$ cat src/common/ppe_regs.vh
// Constants for the port pins and program entry block
`ifndef PPE_REGS_VH
`define PPE_REGS_VH
`define PPE_RST_QUAL_OSC 24
`define PPE_KEY_BITS 4'hA
`define PPE_KEY_PATTERN 10'h2A5
`define PPE_SCL_BIT 0
`define PPE_SDA_BIT 1
`define PPE_ADDRESS_BYTE_SELECT_BIT 0
`define PPE_VPS_BIT 1
`define PPE_IRQA_BIT 5
`define PPE_IRQB_BIT 6
`define PPE_CNT_BIT 7
`define PPE_HI_ADDR_BITS 3
`endif

$ cat src/hw/ppe_port_pins.v
// Port pins, reset qualification and programming-state entry
// Notes on behaviour
// - Three-bit open-drain port floats when written one
// - Open-drain pin low if latch or I2C zero, except in programming state
// - Open-drain port read returns pin levels
// - I2C mode: bit 0 clock, bit 1 data
// - Pull-up port A: ones pulled high, inputs
// - Port A bits 5,6 irqs; bit 7 counter
// - Pull-up port B behaves like port A
// - Reset pin high two machine cycles resets
// - Reset qualification counts 24 oscillator clocks
// - Ten-bit key LSB first enters programming
// - Select high verify, low program
// - Address select picks low or high byte
// - Eleven-bit address assembled from port B
// - Verify drives port A; program reads it
`include "ppe_regs.vh"
`default_nettype none
module ppe_port_pins #(
    parameter RST_QUAL = `PPE_RST_QUAL_OSC,
    parameter [9:0] KEY = `PPE_KEY_PATTERN
) (
    input wire clk,
    input wire rst,
    input wire osc_input_clock,
    input wire reset_pin,
    input wire [2:0] open_drain_port_in,
    output wire [2:0] open_drain_port_out,
    output wire [2:0] open_drain_port_oe,
    input wire [2:0] open_drain_latch,
    input wire i2c_enable,
    input wire i2c_scl_drive,
    input wire i2c_sda_drive,
    output reg [2:0] open_drain_port_read,
    input wire [7:0] pullup_port_a_in,
    output wire [7:0] pullup_port_a_out,
    output wire [7:0] pullup_port_a_oe,
    input wire [7:0] pullup_port_a_latch,
    output reg [7:0] pullup_port_a_read,
    output reg ext_irq_a,
    output reg ext_irq_b,
    output reg counter_ext_input,
    input wire [7:0] pullup_port_b_in,
    output wire [7:0] pullup_port_b_out,
    output wire [7:0] pullup_port_b_oe,
    input wire [7:0] pullup_port_b_latch,
    output reg [7:0] pullup_port_b_read,
    output reg device_reset,
    output reg prog_state,
    output reg verify_mode,
    output reg [10:0] eprom_addr,
    output reg [7:0] prog_data,
    input wire [7:0] eprom_rdata
);
// ==========================================================
// Input synchronisers
// Oscillator pin is sampled, so it must run under half the clk rate
reg [2:0] od_s1;
reg [2:0] od_s2;
reg [7:0] pa_s1;
reg [7:0] pa_s2;
reg [7:0] pb_s1;
reg [7:0] pb_s2;
reg rp_s1;
reg rp_s2;
reg ck_s1;
reg ck_s2;
reg ck_d;
always @(posedge clk) begin
    od_s1 <= open_drain_port_in;
    od_s2 <= od_s1;
    pa_s1 <= pullup_port_a_in;
    pa_s2 <= pa_s1;
    pb_s1 <= pullup_port_b_in;
    pb_s2 <= pb_s1;
    rp_s1 <= reset_pin;
    rp_s2 <= rp_s1;
    ck_s1 <= osc_input_clock;
    ck_s2 <= ck_s1;
    ck_d <= ck_s2;
end
wire osc_rise = ck_s2 & ~ck_d;
// ==========================================================
// Pin drivers
reg [2:0] od_low;
always @* begin
    od_low = ~open_drain_latch;
    if (i2c_enable && !prog_state) begin
        od_low[`PPE_SCL_BIT] = od_low[`PPE_SCL_BIT] | ~i2c_scl_drive;
        od_low[`PPE_SDA_BIT] = od_low[`PPE_SDA_BIT] | ~i2c_sda_drive;
    end
    // Programming state hands every open-drain pin to the programmer
    if (prog_state)
        od_low = 3'h0;
end
assign open_drain_port_out = 3'h0;
assign open_drain_port_oe = od_low;
// Quasi-bidirectional: a one leaves the pin to the pull-up
wire drive_a = prog_state & verify_mode;
assign pullup_port_a_out = drive_a ? eprom_rdata : 8'h00;
assign pullup_port_a_oe = drive_a ? 8'hFF : (prog_state ? 8'h00 : ~pullup_port_a_latch);
assign pullup_port_b_out = 8'h00;
assign pullup_port_b_oe = prog_state ? 8'h00 : ~pullup_port_b_latch;
// ==========================================================
// Pin reads and alternate inputs
always @(posedge clk) begin
    if (rst) begin
        open_drain_port_read <= 3'h7;
        pullup_port_a_read <= 8'hFF;
        pullup_port_b_read <= 8'hFF;
        ext_irq_a <= 1'b1;
        ext_irq_b <= 1'b1;
        counter_ext_input <= 1'b1;
    end else begin
        open_drain_port_read <= od_s2;
        pullup_port_a_read <= pa_s2;
        pullup_port_b_read <= pb_s2;
        ext_irq_a <= pa_s2[`PPE_IRQA_BIT];
        ext_irq_b <= pa_s2[`PPE_IRQB_BIT];
        counter_ext_input <= pa_s2[`PPE_CNT_BIT];
    end
end
// ==========================================================
// Reset qualification and key entry
// Serial key enters at the top, so the first bit ends at bit 0
function [9:0] key_shift;
    input [9:0] held;
    input in_bit;
    begin
        key_shift = {in_bit, held[9:1]};
    end
endfunction
// Entry sequence: idle, held in reset, key, programming
localparam [1:0] ST_IDLE = 2'b00;
localparam [1:0] ST_HELD = 2'b01;
localparam [1:0] ST_KEY = 2'b10;
localparam [1:0] ST_PROG = 2'b11;
reg [4:0] qual_cnt;
reg [9:0] key_sr;
reg [3:0] key_cnt;
reg [1:0] entry_state;
wire [9:0] key_next = key_shift(key_sr, rp_s2);
wire key_last = (key_cnt == `PPE_KEY_BITS - 4'h1);
wire qual_done = (qual_cnt == RST_QUAL[4:0] - 5'h01);
always @(posedge clk) begin
    if (rst) begin
        entry_state <= ST_IDLE;
        qual_cnt <= 5'h00;
        key_sr <= 10'h000;
        key_cnt <= 4'h0;
        device_reset <= 1'b0;
        prog_state <= 1'b0;
    end else if (osc_rise) begin
        // Only counts while the oscillator is seen running
        case (entry_state)
            ST_IDLE: begin
                if (!rp_s2)
                    qual_cnt <= 5'h00;
                else if (qual_done) begin
                    device_reset <= 1'b1;
                    entry_state <= ST_HELD;
                end else
                    qual_cnt <= qual_cnt + 5'h01;
            end
            ST_HELD: begin
                // First low rise ends reset and is not a key bit
                if (!rp_s2) begin
                    device_reset <= 1'b0;
                    qual_cnt <= 5'h00;
                    key_cnt <= 4'h0;
                    entry_state <= ST_KEY;
                end
            end
            ST_KEY: begin
                key_sr <= key_next;
                if (key_last) begin
                    key_cnt <= 4'h0;
                    // A wrong key needs a fresh qualified reset
                    if (key_next == KEY) begin
                        prog_state <= 1'b1;
                        entry_state <= ST_PROG;
                    end else
                        entry_state <= ST_IDLE;
                end else
                    key_cnt <= key_cnt + 4'h1;
            end
            ST_PROG: begin
                // Only rst leaves the programming state
                entry_state <= ST_PROG;
            end
            default: begin
                entry_state <= ST_IDLE;
            end
        endcase
    end
end
// ==========================================================
// Programming-state address and data capture
always @(posedge clk) begin
    if (rst) begin
        verify_mode <= 1'b1;
        eprom_addr <= 11'h000;
        prog_data <= 8'h00;
    end else if (prog_state) begin
        // Address halves latch each clock while the select stands
        verify_mode <= od_s2[`PPE_VPS_BIT];
        if (od_s2[`PPE_ADDRESS_BYTE_SELECT_BIT])
            eprom_addr[10:8] <= pb_s2[`PPE_HI_ADDR_BITS-1:0];
        else
            eprom_addr[7:0] <= pb_s2;
        if (!od_s2[`PPE_VPS_BIT])
            prog_data <= pa_s2;
    end
end
endmodule // ppe_port_pins
`default_nettype wire
$ cat config.mk
export PLATFORM = sky130hd
export DESIGN_NAME = ppe_port_pins
export DESIGN_NICKNAME = d
export VERILOG_FILES = /design/src/hw/ppe_port_pins.v
export VERILOG_INCLUDE_DIRS = /design/src /design/src/common
export SDC_FILE = /design/constraint.sdc
export NUM_CORES = 1
export LEC_CHECK = 0
export ABC_AREA = 1
export ABC_CLOCK_PERIOD_IN_PS = 1800
export BUFFER_PORTS_ARGS = -buffer_cell sky130_fd_sc_hd__buf_4
export CAP_MARGIN = 25
export CELL_PAD_IN_SITES_DETAIL_PLACEMENT = 1
export CELL_PAD_IN_SITES_GLOBAL_PLACEMENT = 2
export CORE_MARGIN = 3
export CORE_UTILIZATION = 29
export CTS_CLUSTER_SIZE = 14
export DETAILED_ROUTE_END_ITERATION = 12
export PLACE_DENSITY_LB_ADDON = 0.1
export SETUP_SLACK_MARGIN = 0.05
export SYNTH_ARGS = -nofsm -noshare
export SYNTH_HDL_FRONTEND = slang
export SYNTH_SLANG_ARGS = --single-unit
export TNS_END_PERCENT = 1
$ cat constraint.sdc
create_clock -name clk -period 1.8 [get_ports clk]
set_input_delay 0.18 -clock clk [delete_from_list [all_inputs] [get_ports clk]]
set_output_delay 0.18 -clock clk [all_outputs]
set_load 0.02 [all_outputs]
== Yosys cells after proc, flatten, opt, wreduce, memory -nomap -nowiden ==
Index checks and enable logic that the tools add are counted.
Widths: inputs -> output; s select.
Storage, ports and cells
  bits in registers: 108
  output and inout bits: 82
  input bits: 53
  logic and storage cells: 89
Cells by class
  equal/unequal tests: 11
  muxes and demuxes: 23
  reduce and logical (&&, ||, !) cells: 14
  bitwise operators: 12
  add/subtract/negate cells: 2
Operators by type and width (count)
  $mux 8: 4
  $not 8->8: 2
  $mux 5: 3
  $mux 2: 6
  $eq 10x10->1 const B: 1
  $pmux 5 s2: 1
  $reduce_and 5->1: 2
  $mux 4: 2
  $ne 2x2->1 const B: 4
  $pmux 2 s4: 1
  $pmux 4 s2: 1
  $reduce_and 2->1: 4
  $reduce_and 4->1: 2
  $add 5x1->5 const B: 1
  $eq 5x5->1 const B: 1
  $not 1->1: 5
  $add 4x1->4 const B: 1
  $eq 2x2->1 const B: 2
  $eq 4x4->1 const B: 1
  $reduce_bool 2->1: 2
  $mux 1: 3
  $mux 3: 1
  $ne 3x3->1 const B: 1
  $not 3->3: 1
  other kinds (8): 10

== Logic depth before layout (Yosys ltp) ==
  word-level depth: 4
  gate-level depth with buffers: 10
  depth with buffers taken out: 10

== Worst setup path after synthesis ==
OpenSTA, ideal clock, no wires.
  kind: flip-flop to output port
  from: register prog_state
  to: output port pullup_port_a_out[0]
  arrival: 1.154 ns
  buffers on the path: 1
  data required time: 1.620 ns
  slack: 0.466 ns
  cell stages (with the launch flop): 4
  cell sequence: dfxtp_1 nand2_1 clkbuf_1 nor2_1
On the way
  cells in the longest elaborated chain, start to end: 2
RTL lines
  from (decl): line ppe_port_pins.v:49  | output reg prog_state,
  from (signal assigned): line ppe_port_pins.v:152  | prog_state <= 1'b0;
  from (signal assigned): line ppe_port_pins.v:180  | prog_state <= 1'b1;
  $and 1x1->1: line ppe_port_pins.v:99  | wire drive_a = prog_state & verify_mode;
  $mux 8: line ppe_port_pins.v:100  | assign pullup_port_a_out = drive_a ? eprom_rdata : 8'h00;
  to (decl): line ppe_port_pins.v:36  | output wire [7:0] pullup_port_a_out,
Every way passes these cells.

== Worst setup path after layout ==
  from: register prog_state
  to: output port pullup_port_a_oe[2]
On the way
  cells in the longest elaborated chain, start to end: 2
  elaborated cells between the ends (all ways): 3
  classes of those cells: mux (2); bitwise (1)
RTL lines
  $mux 8 or $and 1x1->1 (tied branches): line ppe_port_pins.v:101, ppe_port_pins.v:99
  $mux 8 *: line ppe_port_pins.v:101  | assign pullup_port_a_oe = drive_a ? 8'hFF : (prog_state ? 8'h00 : ~pullup_port_a_latch);
  to (decl): line ppe_port_pins.v:37  | output wire [7:0] pullup_port_a_oe,
Mark *: on every way between the ends. The rest lies on a longest branch, timed or not.

==> flow_metrics.tcl <==
set metrics [dict create \
    grt_use_met2_pct 21.9 \
    use_met1_pct 15.1 \
    dp_hpwl_um 6360 \
    rr_endpoint "prog_state" \
    htreeDepth 3 \
    die_h_um 115 \
    critPathCaptureType "output port" \
    hp-start "rst" \
    vias 2880 \
    ys_types 28 \
    switching_share_pct 24.1 \
    ys_seq_elements 104 \
    synth_edf_count 0 \
    synthCells 384 \
    crit_path_start "prog_state" \
    yosysMostFrequentCell "dfxtp_1" \
    netlist_area_um2 3450 \
    area_growth_syn_to_layout_pct 43.2 \
    gp_congestion 0.725 \
    use_met3_pct 4.32 \
    top_usage_layer "met2" \
    grt_max_degree 47 \
    switchingPower_mw 1.12 \
    cts_setup_buffers 0 \
    wire_per_inst_um 13.0 \
    antenna_found_initial 0 \
    drt_first_iter_violations 100 \
    synth.top_cells.by_count "dfxtp_1, nor2_1, nand2_1, o21ai_0, inv_1" \
    seqPwrFrac_pct 51.6 \
    cts_sinks 104 \
    hold_slack_ps 124 \
    rrSetupSlack_ps 370 \
    nets 582 \
    die_area_um2 13200 \
    regArea_um2 2080 \
    synth_top_cell_area_share_pct 60.3 \
    combPwrFrac_pct 8.1 \
    dr.pass1.iters 4 \
    outcome "complete, no violations" \
    tns_ps 0 \
    p_leak_nw 2.31 \
    viasPerCell 4.27 \
    r2r-start "entry_state[1]" \
    setup_viol 0 \
    worst_clock_skew_ps 10.4 \
    rsz0062_at_grt "no" \
    initial_core_util_pct 30.0 \
    holdPathEnd "qual_cnt[2]" \
    cts-root-buf "clkbuf_16" \
    layout_worst_path_cycle_share_pct 82.8 \
    report.final.hold_viol_count 0 \
    clk_pin_slew_ps 70 \
    synth-main-ff-cell "dfxtp_1" \
    pre_cts_ws_ps 373 \
    cp_max_fo 21 \
    p_int_mw 3.53 \
    relSlewSlack_pct 63.7 \
    arrival_ps 1310 \
    multi_input_area_um2 1100 \
    worst_slack_ps 310 \
    critPathKind "flop to output port" \
    core_area_um2 11500 \
    grt_first_pass_wirelength_um 13600 \
    fmax_mhz 671 \
    rows 39 \
    ant_nets 0 \
    avgSynthCellArea_um2 8.99 \
    cts_tree "done" \
    cp-start-kind "flop" \
    drv_slew 0 \
    fill_cells 1362 \
    yosysSeqAreaShare_pct 60.3 \
    diodes 0 \
    hold_depth 2 \
    io_buffer_count 123 \
    worstRegToRegCells 6 \
    fp.dieW_um 115 \
    critPathRequiredTime_ps 1620 \
    worst_hold_path_type "input port to flop" \
    synth_top_cell_by_area "dfxtp_1" \
    fin_util_pct 42.9 \
    async_flop_share_pct 0 \
    grt_pass1_vias 2878 \
    cap_violations 0 \
    clk_latency_ps 340 \
    io_pins 135 \
    fin_area_um2 4940 \
    ir_drop_mv 0.663 \
    cts-buffers-inserted 9 \
    worstMarginPinSlew_ps 544 \
    cts.path.max_buffers 2 \
    power.share.clock_pct 40.3 \
    p_per_area_nw_per_um2 942 \
    finalCriticalPeriod_ps 1490 \
    drive_above_1_share_pct 31.6 \
    ys_top_cells_by_area "dfxtp_1, o21ai_0, nor2_1, nand2_1, a21oi_1" \
    overflow 0 \
    place_area_um2 4450 \
    grt_use_total_pct 13.1 \
    synth_warnings 0 \
    drcViolationCount 0 \
    drt_wl_total_um 8750 \
]
sequential cells by signal (all words and copies together), names as in the netlist:
| signal | flops |
|---|---|
| ck_d | 1 |
| ck_s1 | 1 |
| ck_s2 | 1 |
| device_reset | 1 |
| entry_state | 2 |
| eprom_addr | 11 |
| key_cnt | 4 |
| key_sr | 9 |
| od_s1 | 3 |
| od_s2 | 3 |
| open_drain_port_read | 3 |
| pa_s1 | 8 |
| pa_s2 | 8 |
| pb_s1 | 8 |
| pb_s2 | 8 |
| prog_data | 8 |
| prog_state | 1 |
| pullup_port_a_read | 8 |
| pullup_port_b_read | 8 |
| qual_cnt | 5 |
| rp_s1 | 1 |
| rp_s2 | 1 |
| verify_mode | 1 |
layer usage:
metal	share of wire, %	up-vias	wire length [µm]
met5	0	-	0
met4	2.4	0	208
met1	41	1337	3600
li1	-	1469	-
met3	5.1	13	449
met2	51	61	4490
worst max-delay path by stage:
stage | to | slack [ps] | cells past startpoint
floorplan | pullup_port_a_out[0] | 470 | 3
global placement | key_cnt[3] | 370 | 8
detailed placement | key_cnt[3] | 370 | 9
CTS | pullup_port_a_oe[7] | 100 | 3
global route | pullup_port_a_oe[6] | 180 | 3
finish | pullup_port_a_oe[2] | 310 | 3
cell families (layout without fill, tap and decap cells):
family / after synthesis / count (layout) / synth area share, %
buffers and inverters: 66 / 203 / 9.06
adder cells (fa/ha/maj): 3 / 3 / 1.09
AO/OA/AOI/OAI: 78 / 78 / 11.4
AND/OR/NAND/NOR: 130 / 130 / 17.5
flip-flops: 104 / 104 / 60.3
XOR/XNOR: 2 / 2 / 0.508
other: 1 / 11 / 0.109
final cells by class:
type	instances	share of cell area (%)
multi-input combinational	224	22.2
timing repair buffer	146	23.2
clock inverter	7	1.19
sequential	104	42.1
tap	143	3.62
inverter	41	3.11
clock buffer	9	4.55
critical path: stages, from the launching register on:
cell and delay, ps:
dfxtp_1 390, buf_4 260, o21ai_0 130, buf_4 180
layout by cell type (no fill, tap or decap), types with 3 or more instances in the layout:
| master | n |
|---|---|
| o21ai_0 | 43 |
| inv_1 | 37 |
| nand2_2 | 3 |
| nor2_2 | 4 |
| nor2_4 | 4 |
| inv_2 | 3 |
| or2_2 | 7 |
| dfxtp_1 | 104 |
| nand3_1 | 8 |
| ha_1 | 3 |
| a21oi_1 | 32 |
| inv_6 | 3 |
| nor2_1 | 52 |
| buf_4 | 125 |
| clkbuf_16 | 9 |
| dlygate4sd3_1 | 21 |
| conb_1 | 11 |
| nand2_1 | 43 |
timing repair:
item,in CTS,in global routing
hold buffers,21,0
gates resized for setup,0,1
setup endpoints to repair,0,12
hold endpoints to repair,21,0
power by group through the flow:
stage / logic (mW) / registers [mW] / clock network (mW)
3_5_place_dp: 0.344 / 2.46 / 0
2_1_floorplan: 0.153 / 2.48 / 0
4_1_cts: 0.383 / 2.41 / 1.95
3_3_place_gp: 0.343 / 2.46 / 0
6_report: 0.378 / 2.40 / 1.88
5_1_grt: 0.409 / 2.41 / 2.05
through the flow:
step                      std cells  total power, mW
after detailed placement        637             2.80
after global routing            674             4.87
final                           674             4.66
after CTS                       674             4.74
after global placement          637             2.80
after floorplan                 394             2.63
(Power assumes the default switching activity.)
